### src/uart_pins_pkg.sv
package uart_pins_pkg;

    // Bit positions inside the core's control registers.
    localparam int MCR_DTR = 0;
    localparam int MCR_RTS = 1;
    localparam int MCR_IRQ_EN = 3;
    localparam int IER_SRC_LSB = 0;
    localparam int IER_SRC_MSB = 3;
    localparam int IER_RTS_INT = 6;
    localparam int IER_CTS_INT = 7;
    localparam int EFR_AUTO_RTS = 6;
    localparam int EFR_AUTO_CTS = 7;
    localparam int XFR_RS485_EN = 2;
    localparam int XFR_RS485_POL = 5;

    // Host address bits 9..3 of the standard PC ports.
    localparam logic [6:0] COM1_BASE = 7'h7F;
    localparam logic [6:0] COM2_BASE = 7'h5F;
    localparam logic [6:0] COM3_BASE = 7'h7D;
    localparam logic [6:0] COM4_BASE = 7'h5D;
    localparam logic [6:0] PRINTER_PORT1_DECODE_N_BASE = 7'h6F;
    localparam logic [6:0] PRINTER_PORT2_DECODE_N_BASE = 7'h4F;

    // Interrupt request lines, one-hot.
    localparam logic [2:0] IRQ_A = 3'h1;
    localparam logic [2:0] IRQ_B = 3'h2;
    localparam logic [2:0] IRQ_C = 3'h4;

    // Infrared encoder pulse length in 16x ticks, and a full bit time.
    localparam logic [3:0] IR_PULSE_TICKS = 4'h3;
    localparam logic [3:0] BIT_TICKS_M1 = 4'hF;

    // Control registers of the core that steer the pin logic.
    typedef struct packed {
        logic [7:0] modem_control_reg;
        logic [7:0] int_enable_reg;
        logic [7:0] enhanced_feature_reg;
        logic [7:0] extra_feature_reg;
    } core_ctl_t;

    // Status from the core that reaches the pins.
    typedef struct packed {
        logic uart_irq;
        logic rx_data_ready;
        logic rx_above_trigger;
        logic tx_busy;
        logic baud_tick;
    } core_sts_t;

    // Strap and host decode pins.
    typedef struct packed {
        logic pc_mode_select_n;
        logic [6:0] host_addr;
        logic isa_address_valid_n;
        logic [2:0] port_select;
    } host_pins_t;

endpackage : uart_pins_pkg

### src/serial_line.sv
`timescale 1ns/10ps

module serial_line (
    // Clock and reset.
    input wire logic core_clk,
    input wire logic rstn,
    // Core side.
    input wire logic ir_mode,
    input wire logic baud_tick,
    input wire logic tx_serial,
    input wire logic [3:0] tx_phase,
    output logic rx_serial,
    // Line side.
    input wire logic rx_pin,
    output logic tx_pin
);

    typedef struct packed {
        logic [1:0] rx_s;
        logic [3:0] stretch;
        logic stretching;
        logic tx_pin;
        logic rx_serial;
    } line_state_t;

    line_state_t st_r;
    line_state_t st_nxt;

    // Line encoding and decoding for wired and infrared modes.
    always_comb begin
        st_nxt = st_r;
        st_nxt.rx_s = {st_r.rx_s[0], rx_pin};
        if (ir_mode) begin
            st_nxt.tx_pin = ~tx_serial && (tx_phase < uart_pins_pkg::IR_PULSE_TICKS);
        end else begin
            st_nxt.tx_pin = tx_serial;
        end
        if (ir_mode) begin
            if (st_r.rx_s[1]) begin
                st_nxt.stretching = 1'b1;
                st_nxt.stretch = uart_pins_pkg::BIT_TICKS_M1;
            end else if (st_r.stretching && baud_tick) begin
                st_nxt.stretch = st_r.stretch - 4'h1;
                st_nxt.stretching = (st_r.stretch != 4'h0);
            end
            st_nxt.rx_serial = ~st_nxt.stretching;
        end else begin
            st_nxt.stretching = 1'b0;
            st_nxt.rx_serial = st_r.rx_s[1];
        end
    end

    // State register; the line idles at mark after reset.
    always_ff @(posedge core_clk) begin
        if (!rstn) begin
            st_r <= '{rx_s: 2'h3, stretch: 4'h0, stretching: 1'b0,
                      tx_pin: 1'b1, rx_serial: 1'b1};
        end else begin
            st_r <= st_nxt;
        end
    end

    assign tx_pin = st_r.tx_pin;
    assign rx_serial = st_r.rx_serial;
endmodule : serial_line

### src/uart_pin_ctrl.sv
`timescale 1ns/10ps

// What this block does
// - Drive receiver-ready low while receive data waits.
// - Grounded mode strap selects PC mode with internal chip-select decode.
// - PC mode decodes host address bits 3 to 9.
// - Address-valid low validates address against strapped COM port.
// - Three strap inputs choose COM port and interrupt line.
// - Interrupt lines active high; unused lines float.
// - Route the UART interrupt onto the selected COM port's line.
// - Enable routed line only with modem control bit 3 and enabled sources.
// - PC mode drives first printer decode low on its address.
// - PC mode feeds internal 16x clock to receiver; pin freed.
// - PC mode drives second printer decode low on its address.
// - Transmit idles high wired; infrared sends active-high pulses.
// - Receive idles high wired, low in infrared mode.
// - Infrared receive pulses pass the infrared decoder first.
// - Far side holds receive at idle level, else break or errors.
// - Auto RTS flow control via feature bit 6, modem bit 1, enable bit 6.
// - RTS alternatively drives RS485 direction, extra feature bits 2 and 5.
// - Auto CTS stops transmit while CTS is deasserted.
// - Auto CTS enabled by feature bit 7, interrupt by enable bit 7.
// - DTR is an active-low ready or general purpose output.
module uart_pin_ctrl (
    // Clock and reset.
    input wire logic core_clk,
    input wire logic rstn,
    // Core control registers and status.
    input wire uart_pins_pkg::core_ctl_t ctl,
    input wire uart_pins_pkg::core_sts_t sts,
    input wire logic ir_mode,
    input wire logic tx_serial,
    input wire logic [3:0] tx_phase,
    // Core side results.
    output logic rx_serial,
    output logic rx_clk_16x,
    output logic tx_hold,
    output logic flow_event,
    output logic com_select,
    output logic pc_mode,
    // Host pins.
    input wire uart_pins_pkg::host_pins_t host,
    input wire logic rclk_pin,
    input wire logic drive_disable_n,
    output logic rx_ready_n,
    output logic [2:0] irq_line_o,
    output logic [2:0] irq_line_oe,
    output logic baud_clock_out_n,
    output logic printer_port2_decode_n,
    // Serial and modem pins.
    input wire logic rx_pin,
    input wire logic cts_n,
    output logic tx_pin,
    output logic rts_n,
    output logic dtr_n
);

    typedef struct packed {
        logic [1:0] mode_s;
        logic [1:0][6:0] addr_s;
        logic [1:0] aen_s;
        logic [1:0][2:0] sel_s;
        logic [1:0] cts_s;
        logic [1:0] rclk_s;
        logic aen_d;
        logic cts_d;
        logic [2:0] port_sel;
        logic pc_mode;
        logic com_select;
        logic printer_port1_decode_n_n;
        logic printer_port2_decode_n_n;
        logic baud_out_n;
        logic rx_clk;
        logic [2:0] irq_o;
        logic [2:0] irq_oe;
        logic rx_ready_n;
        logic rts_n;
        logic dtr_n;
        logic tx_hold;
        logic flow_event;
    } pin_state_t;

    pin_state_t st_r;
    pin_state_t st_nxt;

    // Compares bits 9..3 of the host address with a port base.
    function automatic logic addr_hit(input logic [6:0] addr, input logic [6:0] base);
        addr_hit = (addr == base);
    endfunction : addr_hit

    // Base address of the COM port chosen by the straps.
    function automatic logic [6:0] com_base(input logic [2:0] sel);
        case (sel[1:0])
            2'h0: com_base = uart_pins_pkg::COM1_BASE;
            2'h1: com_base = uart_pins_pkg::COM2_BASE;
            2'h2: com_base = uart_pins_pkg::COM3_BASE;
            default: com_base = uart_pins_pkg::COM4_BASE;
        endcase
    endfunction : com_base

    // Request line chosen by the straps; the top strap forces line C.
    function automatic logic [2:0] irq_line_of(input logic [2:0] sel);
        if (sel[2]) begin
            irq_line_of = uart_pins_pkg::IRQ_C;
        end else if (sel[0]) begin
            irq_line_of = uart_pins_pkg::IRQ_B;
        end else begin
            irq_line_of = uart_pins_pkg::IRQ_A;
        end
    endfunction : irq_line_of

    logic [6:0] addr_now;
    logic irq_enable;
    logic rts_manual;
    logic auto_rts;
    logic rs485;

    // Synchronised pins and decoded enables seen by the next-state logic.
    always_comb begin
        addr_now = st_r.addr_s[1];
        irq_enable = ctl.modem_control_reg[uart_pins_pkg::MCR_IRQ_EN] &&
            (ctl.int_enable_reg[uart_pins_pkg::IER_SRC_MSB:uart_pins_pkg::IER_SRC_LSB] != 4'h0);
        rts_manual = ctl.modem_control_reg[uart_pins_pkg::MCR_RTS];
        auto_rts = ctl.enhanced_feature_reg[uart_pins_pkg::EFR_AUTO_RTS] && rts_manual;
        rs485 = ctl.extra_feature_reg[uart_pins_pkg::XFR_RS485_EN];
    end

    // Next state of all pin logic.
    always_comb begin
        st_nxt = st_r;
        st_nxt.mode_s = {st_r.mode_s[0], host.pc_mode_select_n};
        st_nxt.addr_s = {st_r.addr_s[0], host.host_addr};
        st_nxt.aen_s = {st_r.aen_s[0], host.isa_address_valid_n};
        st_nxt.sel_s = {st_r.sel_s[0], host.port_select};
        st_nxt.cts_s = {st_r.cts_s[0], cts_n};
        st_nxt.rclk_s = {st_r.rclk_s[0], rclk_pin};
        st_nxt.aen_d = st_r.aen_s[1];
        st_nxt.cts_d = st_r.cts_s[1];

        st_nxt.pc_mode = ~st_r.mode_s[1];

        if (st_r.aen_d && !st_r.aen_s[1]) begin
            st_nxt.port_sel = st_r.sel_s[1];
        end

        st_nxt.com_select = st_r.pc_mode && !st_r.aen_s[1] &&
            addr_hit(addr_now, com_base(st_r.port_sel));

        st_nxt.printer_port1_decode_n_n = ~(st_r.pc_mode && !st_r.aen_s[1] &&
            addr_hit(addr_now, uart_pins_pkg::PRINTER_PORT1_DECODE_N_BASE));
        st_nxt.printer_port2_decode_n_n = ~(st_r.pc_mode && !st_r.aen_s[1] &&
            addr_hit(addr_now, uart_pins_pkg::PRINTER_PORT2_DECODE_N_BASE));

        if (st_r.pc_mode) begin
            st_nxt.rx_clk = sts.baud_tick;
            st_nxt.baud_out_n = st_nxt.printer_port1_decode_n_n;
        end else begin
            st_nxt.rx_clk = st_r.rclk_s[1];
            st_nxt.baud_out_n = ~sts.baud_tick;
            st_nxt.printer_port2_decode_n_n = drive_disable_n;
        end

        if (st_r.pc_mode && irq_enable) begin
            st_nxt.irq_oe = irq_line_of(st_r.port_sel);
            st_nxt.irq_o = sts.uart_irq ? irq_line_of(st_r.port_sel) : 3'h0;
        end else begin
            st_nxt.irq_oe = 3'h0;
            st_nxt.irq_o = 3'h0;
        end

        st_nxt.rx_ready_n = ~sts.rx_data_ready;

        if (rs485) begin
            st_nxt.rts_n = ctl.extra_feature_reg[uart_pins_pkg::XFR_RS485_POL] ? sts.tx_busy : ~sts.tx_busy;
        end else if (auto_rts) begin
            st_nxt.rts_n = sts.rx_above_trigger;
        end else begin
            st_nxt.rts_n = ~rts_manual;
        end

        st_nxt.tx_hold = ctl.enhanced_feature_reg[uart_pins_pkg::EFR_AUTO_CTS] && st_r.cts_s[1];

        // Flow events for the core's interrupt logic.
        st_nxt.flow_event =
            (ctl.enhanced_feature_reg[uart_pins_pkg::EFR_AUTO_CTS] && ctl.int_enable_reg[uart_pins_pkg::IER_CTS_INT] &&
             (st_r.cts_s[1] != st_r.cts_d)) ||
            (auto_rts && !rs485 && ctl.int_enable_reg[uart_pins_pkg::IER_RTS_INT] &&
             (st_nxt.rts_n != st_r.rts_n));

        st_nxt.dtr_n = ~ctl.modem_control_reg[uart_pins_pkg::MCR_DTR];
    end

    // State register; all pins rest inactive after reset.
    always_ff @(posedge core_clk) begin
        if (!rstn) begin
            st_r <= '{mode_s: 2'h3, addr_s: '0, aen_s: 2'h3, sel_s: '0,
                      cts_s: 2'h3, rclk_s: 2'h0, aen_d: 1'b1, cts_d: 1'b1,
                      port_sel: 3'h0, pc_mode: 1'b0, com_select: 1'b0,
                      printer_port1_decode_n_n: 1'b1, printer_port2_decode_n_n: 1'b1, baud_out_n: 1'b1, rx_clk: 1'b0,
                      irq_o: 3'h0, irq_oe: 3'h0, rx_ready_n: 1'b1, rts_n: 1'b1,
                      dtr_n: 1'b1, tx_hold: 1'b0, flow_event: 1'b0};
        end else begin
            st_r <= st_nxt;
        end
    end

    // Serial line coding and infrared decode.
    // infrared decoder on receive
    serial_line u_line (
        .core_clk(core_clk),
        .rstn(rstn),
        .ir_mode(ir_mode),
        .baud_tick(sts.baud_tick),
        .tx_serial(tx_serial),
        .tx_phase(tx_phase),
        .rx_serial(rx_serial),
        .rx_pin(rx_pin),
        .tx_pin(tx_pin)
    );

    // Outputs straight from the state register.
    assign rx_clk_16x = st_r.rx_clk;
    assign tx_hold = st_r.tx_hold;
    assign flow_event = st_r.flow_event;
    assign com_select = st_r.com_select;
    assign pc_mode = st_r.pc_mode;
    assign rx_ready_n = st_r.rx_ready_n;
    assign irq_line_o = st_r.irq_o;
    assign irq_line_oe = st_r.irq_oe;
    assign baud_clock_out_n = st_r.baud_out_n;
    assign printer_port2_decode_n = st_r.printer_port2_decode_n_n;
    assign rts_n = st_r.rts_n;
    assign dtr_n = st_r.dtr_n;
endmodule : uart_pin_ctrl

### config.mk
export PLATFORM = sky130hd
export DESIGN_NAME = uart_pin_ctrl
export DESIGN_NICKNAME = d
export VERILOG_FILES = /design/src/uart_pins_pkg.sv /design/src/serial_line.sv /design/src/uart_pin_ctrl.sv
export SDC_FILE = /design/constraint.sdc
export NUM_CORES = 1
export LEC_CHECK = 0
export BUFFER_PORTS_ARGS = -buffer_cell sky130_fd_sc_hd__buf_2
export CAP_MARGIN = 20
export CORE_AREA = 3 3 68 70
export CTS_CLUSTER_DIAMETER = 200
export DETAILED_ROUTE_END_ITERATION = 6
export DIE_AREA = 0 0 71 73
export PLACE_DENSITY = 0.79
export REMOVE_ABC_BUFFERS = 1
export SYNTH_ARGS = -nofsm -noshare
export SYNTH_HDL_FRONTEND = slang
export SYNTH_SLANG_ARGS = --single-unit
### constraint.sdc
create_clock -name core_clk -period 3.5 [get_ports core_clk]
set_input_delay 0.175 -clock core_clk [delete_from_list [all_inputs] [get_ports core_clk]]
set_output_delay 0.175 -clock core_clk [all_outputs]
set_load 0.1 [all_outputs]
==> impl_metrics.ini, run 1 <==
[cts]
clockBufferDepth = 2
root_buffer = clkbuf_8
tritoncts = done
numCtsBuffers = 9
cts_resized = 0
cts_max_level = 3
clkTransAtPathRegs_ns = 0.06
cts_sinks = 58
clk_latency_ns = 0.32

[critical_path]
path_max_fanout = 6
slowest_stage = buf_2
cp.required_ns = 3.32
arrival_ns = 1.21
crit_type = reg -> out
path_cells = buf_2
cp_slowest_stage_delay_ns = 0.47
r2r_end = u_line.st_r[2]
reg2reg_setup_slack_ns = 2.31
reg2reg_from = u_line.st_r[3]
end_kind = output pin
crit_family = buffers and inverters
reg2reg_depth = 5
path_buf_inv = 1
critPathLaunchType = register

[worst_hold_path]
min_from = cts_n
worstHoldEndpoint = st_nxt[25]
hold_path.class = in -> reg
hold_depth = 2

[yosys]
synth_edf_count = 0
yosys-top-cells-area = dfxtp_1, and2_1, or2b_1
yosysTopAreaCell = dfxtp_1
synth_top_cell_area_share_pct = 57.7
synth_cells = 181
synth_seq_cells = 58
synthArstFlopShare_pct = 0
seq_area_frac_synth_pct = 57.7
yosysWarnings = 0
synth_cell_types = 38
synth_flop_cell = dfxtp_1
avgSynthCellArea_sq_um = 11.1
syn_area_sq_um = 2010

[placed_design]
dpl-instance-area_sq_um = 2290
place_hpwl_microns = 2110
place_congestion = 0.790
io_buffers = 59

[global_routing]
grt_max_degree = 56
grt_pass1_wl_microns = 5050
grt_pass1_vias = 1209
grt_overflow = 0
grt_usage_pct = 12.8
antenna_found_initial = 0

[timing]
slew_violations = 0
rsz0062_at_grt = false
max_freq_mhz = 723
period_share_pct = 39.5
worst_pin_slew_ns = 0.719
setup_violations = 0
slew_headroom_pct = 52.1
finClkSkew_ns = 0.00509
finalSetupTns_ns = 0
period_needed_ns = 1.38
hold_viol_final = 0

[final_layout]
fin_nets = 303
layout_common_cells = buf_2, dfxtp_1, and2_1
num-fill-cells = 338
final_common_cell = buf_2
multi_input_area_sq_um = 753
area_growth_pct = 24.5
drive_gt1_share_pct = 32.5
n_antenna_cell = 0
fin_area_sq_um = 2500
layout.area.seq_sq_um = 1160

[detailed_routing]
routed_via_density = 4.56
vias = 1337
wirelength_microns = 3040
drt-initial-drc-count = 56
avgRoutedWirePerCell_microns = 10.4
drc = 0
drtAntennaViolNets = 0
drtPass1Iterations = 4

[power]
ir_worst_vdd_uv = 329
p_leak_nw = 1.14
powerDensity_nw_per_um2 = 569

[die]
io_pins = 79
dieArea_sq_um = 5180
die_height_microns = 73
coreArea_sq_um = 4030
fp-row-count = 23
initial_core_util_pct = 49.9
die_x_microns = 71

[status]
status = finished, final reports clean

[job]
drv_cap = 0
[cell families after synthesis]
kind of cell               count (synthesis)  share of synthesized area (%)
xor gates and xnor gates                   5                           2.18
DFF                                       58                           57.7
AOI/OAI and AO/OA                         16                           5.91
and+or+nand+nor                           76                           25.1
muxes                                      6                           3.05
adders and majority gates                  2                           1.24
buffers and inverters                     18                           4.79
[worst max path at each step]
stage               slack, ns  startpoint  cells after the start          endpoint
floorplan                1.78     pc_mode                      3  baud_clock_out_n
global placement         2.05        rstn                      4     irq_line_o[1]
detailed placement       2.02        rstn                      4     irq_line_o[0]
CTS                      2.08     pc_mode                      1           pc_mode
global route             2.05     pc_mode                      1           pc_mode
finish                   2.12     pc_mode                      1           pc_mode
[layer usage]
layer  up-vias  GRT usage [%]  share of wire, %
li1        711              -                 -
met1       573           14.5                46
met2        44           19.2                43
met3         9           6.89               8.3
met4         0           7.52               2.6
met5         -              0                 0
[layout make-up]
cell class	count	share of cell area, %
Tap cell	50	2.50
Inverter	5	0.750
Clock buffer	11	6.05
Timing Repair Buffer	61	12.6
Clock inverter	3	1.60
Sequential cell	58	46.4
Multi-Input combinational cell	105	30.1
[cells in the mapped netlist, drive strengths merged, types with 4 or more instances]
library cell	instances
or2b	8
nand2	7
dfxtp	58
nand2b	6
clkbuf	4
and2	26
mux2i	5
buf	9
inv	5
nor2b	7
[registers in the layout, indices dropped and copies added (netlist names), 3 cells and up]
register	count
irq_line_o	3
addr_now	7
irq_line_oe	3
st_r	10
u_line.st_r	6
st_nxt	16
[where the power goes]
| part | switching, W | leakage [nW] | total, W | internal, W |
|---|---|---|---|---|
| clock network | 0.000232 | 0.101 | 0.000589 | 0.000357 |
| registers | 0.0000123 | 0.478 | 0.000701 | 0.000689 |
| logic | 0.0000844 | 0.560 | 0.000134 | 0.0000494 |
| total | 0.000329 | 1.14 | 0.00142 | 0.00110 |
[repair_timing]
action	4_1_cts	5_1_grt
hold buffers	2	0
endpoints found under the hold margin	2	0
setup buffers	0	0
[per-stage QoR]
stage                     hold WS, ns  instances  total power, W  setup slack (ns)  util (%)
after floorplan                 0.237        168        0.000802              1.78         -
after global placement          0.335        277        0.000847              2.05      56.9
after detailed placement        0.339        277        0.000849              2.02      56.9
after CTS                     0.00557        293         0.00145              2.08      62.1
after global routing           0.0142        293         0.00149              2.05      62.1
final                          0.0263        293         0.00142              2.12      62.1
No activity file was read; power rests on OpenSTA's default activity.
==> run 2: changes to the inputs <==
--- a/config.mk
+++ b/config.mk
@@ -7,11 +7,11 @@
 export LEC_CHECK = 0
 export BUFFER_PORTS_ARGS = -buffer_cell sky130_fd_sc_hd__buf_2
 export CAP_MARGIN = 20
-export CORE_AREA = 3 3 68 70
+export CORE_AREA = 3 3 70 72
 export CTS_CLUSTER_DIAMETER = 200
 export DETAILED_ROUTE_END_ITERATION = 6
-export DIE_AREA = 0 0 71 73
-export PLACE_DENSITY = 0.79
+export DIE_AREA = 0 0 73 75
+export PLACE_DENSITY = 0.75
 export REMOVE_ABC_BUFFERS = 1
 export SYNTH_ARGS = -nofsm -noshare
 export SYNTH_HDL_FRONTEND = slang
==> constraint.sdc (replaced) <==
create_clock -name core_clk -period 1.3 [get_ports core_clk]
set_input_delay 0.065 -clock core_clk [delete_from_list [all_inputs] [get_ports core_clk]]
set_output_delay 0.065 -clock core_clk [all_outputs]
set_load 0.1 [all_outputs]
==> impl_metrics.ini, run 2 (synthesis gave the netlist of run 1 again) <==
[critical_path]
end_kind = register
reg2reg_from = u_line.st_r[3]
critPathLaunchType = register
r2r_end = u_line.st_r[2]
critPathLaunch = u_line.st_r[3]
crit_path_end = u_line.st_r[2]
reg2reg_setup_slack_ns = 0.10
crit_type = reg -> reg
arrival_ns = 1.40
path_max_fanout = 5
cp.required_ns = 1.51
reg2reg_depth = 5

[die]
fp-row-count = 24
dieArea_sq_um = 5480
initial_core_util_pct = 46.2
coreArea_sq_um = 4350
die_height_microns = 75
io_pins = 79
die_x_microns = 73

[final_layout]
area_growth_pct = 34.0
largest_register_ffs = 16
layout_common_cells = dfxtp_1, buf_2, and2_1
fin_nets = 323
drive_gt1_share_pct = 29.8
finish.utilization_pct = 61.9
num-fill-cells = 359
n_antenna_cell = 0

[timing]
hold_viol_final = 0
slew_violations = 0
period_share_pct = 92.1
setup_violations = 0
finClkSkew_ns = 0.00331
worst_hold_slack_ns = 0.0189
max_freq_mhz = 835
slew_headroom_pct = 67.3
worst_pin_slew_ns = 0.494
period_needed_ns = 1.20
rsz0062_at_grt = false

[power]
powerDensity_nw_per_um2 = 1350
ir_worst_vdd_uv = 837
p_leak_nw = 1.21

[status]
status = finished, final reports clean

[cts]
cts_max_level = 3
clk_latency_ns = 0.32
clockBufferDepth = 2
clkTransAtPathRegs_ns = 0.06
numCtsBuffers = 9
post_cts.repair.setup_buffers = 0
tritoncts = done
cts_resized = 0
cts_sinks = 58
root_buffer = clkbuf_8
cts_hold_buf = 20

[placed_design]
io_buffers = 59
place_congestion = 0.792

[detailed_routing]
drc = 0
drtPass1Iterations = 4
routed_via_density = 4.62
vias = 1451
drt-initial-drc-count = 42
drtAntennaViolNets = 0
avgRoutedWirePerCell_microns = 10.9
wirelength_microns = 3410

[global_routing]
grt_usage_pct = 13.6
grt_pass1_vias = 1370
grt_overflow = 0
grt_max_degree = 38
antenna_found_initial = 0
grt_pass1_wl_microns = 5580

[job]
drv_cap = 0

[worst_hold_path]
hold_path.class = in -> reg
-- run 2: cell count changes in the layout (fill, tap and decap cells not counted), sizes merged --
cell         delta
clkinv          -2
dlygate4sd3    +18
buf             +2
clkbuf          +2
bufinv          -1
-- run 2: cell type report --
cell class                      instances  area, sq um  share of cell area, %
Sequential cell                        58         1160                   43.1
Multi-Input combinational cell        105          753                   27.9
Timing Repair Buffer                   81          538                   20.0
Clock buffer                           13          159                   5.90
Tap cell                               52         65.1                   2.41
Inverter                                5         18.8                  0.696
-- run 2: worst min path at each step --
stage                          startpoint  cells past startpoint  slack [ns]                endpoint
final                     drive_disable_n                      3        0.02  printer_port2_decode_n
after global routing      drive_disable_n                      3        0.04  printer_port2_decode_n
after CTS                 drive_disable_n                      3       0.006  printer_port2_decode_n
after detailed placement          ctl[24]                      2        0.23                   dtr_n
after global placement            ctl[24]                      2        0.23                   dtr_n
after floorplan                   ctl[24]                      1        0.13                   dtr_n
-- run 2: power breakdown --
| part | internal [W] | leakage (nW) | switching [W] | total (W) |
|---|---|---|---|---|
| Sequential | 0.00186 | 0.478 | 0.0000329 | 0.00189 |
| Clock | 0.000764 | 0.0815 | 0.000579 | 0.00134 |
| Combinational | 0.000177 | 0.653 | 0.000241 | 0.000418 |
-- run 2: critical path, cell delays in order, from the launching register on --
cell and delay, ns:
dfxtp_1 0.34, inv_1 0.09, ha_1 0.14, inv_1 0.03, o31a_1 0.28, o211a_1 0.21
-- run 2: routing by layer --
| layer | up-vias | global-route usage (%) | wire [microns] |
|---|---|---|---|
| li1 | 753 | - | - |
| met1 | 631 | 14.3 | 1400 |
| met2 | 58 | 22.6 | 1630 |
| met3 | 9 | 5.07 | 289 |
| met4 | 0 | 9.22 | 97 |
| met5 | - | 0 | 0 |
-- run 2: metrics by stage --
step | TNS, ns | std cells | area [sq um] | total power [W] | setup WS, ns
2_1_floorplan | -3.29 | 168 | 1930 | 0.00216 | -0.415
3_3_place_gp | 0 | 281 | 2340 | 0.00229 | 0.140
3_5_place_dp | 0 | 281 | 2340 | 0.00230 | 0.106
4_1_cts | 0 | 314 | 2700 | 0.00370 | 0.0998
5_1_grt | 0 | 314 | 2700 | 0.00380 | 0.0421
6_report | 0 | 314 | 2700 | 0.00365 | 0.103
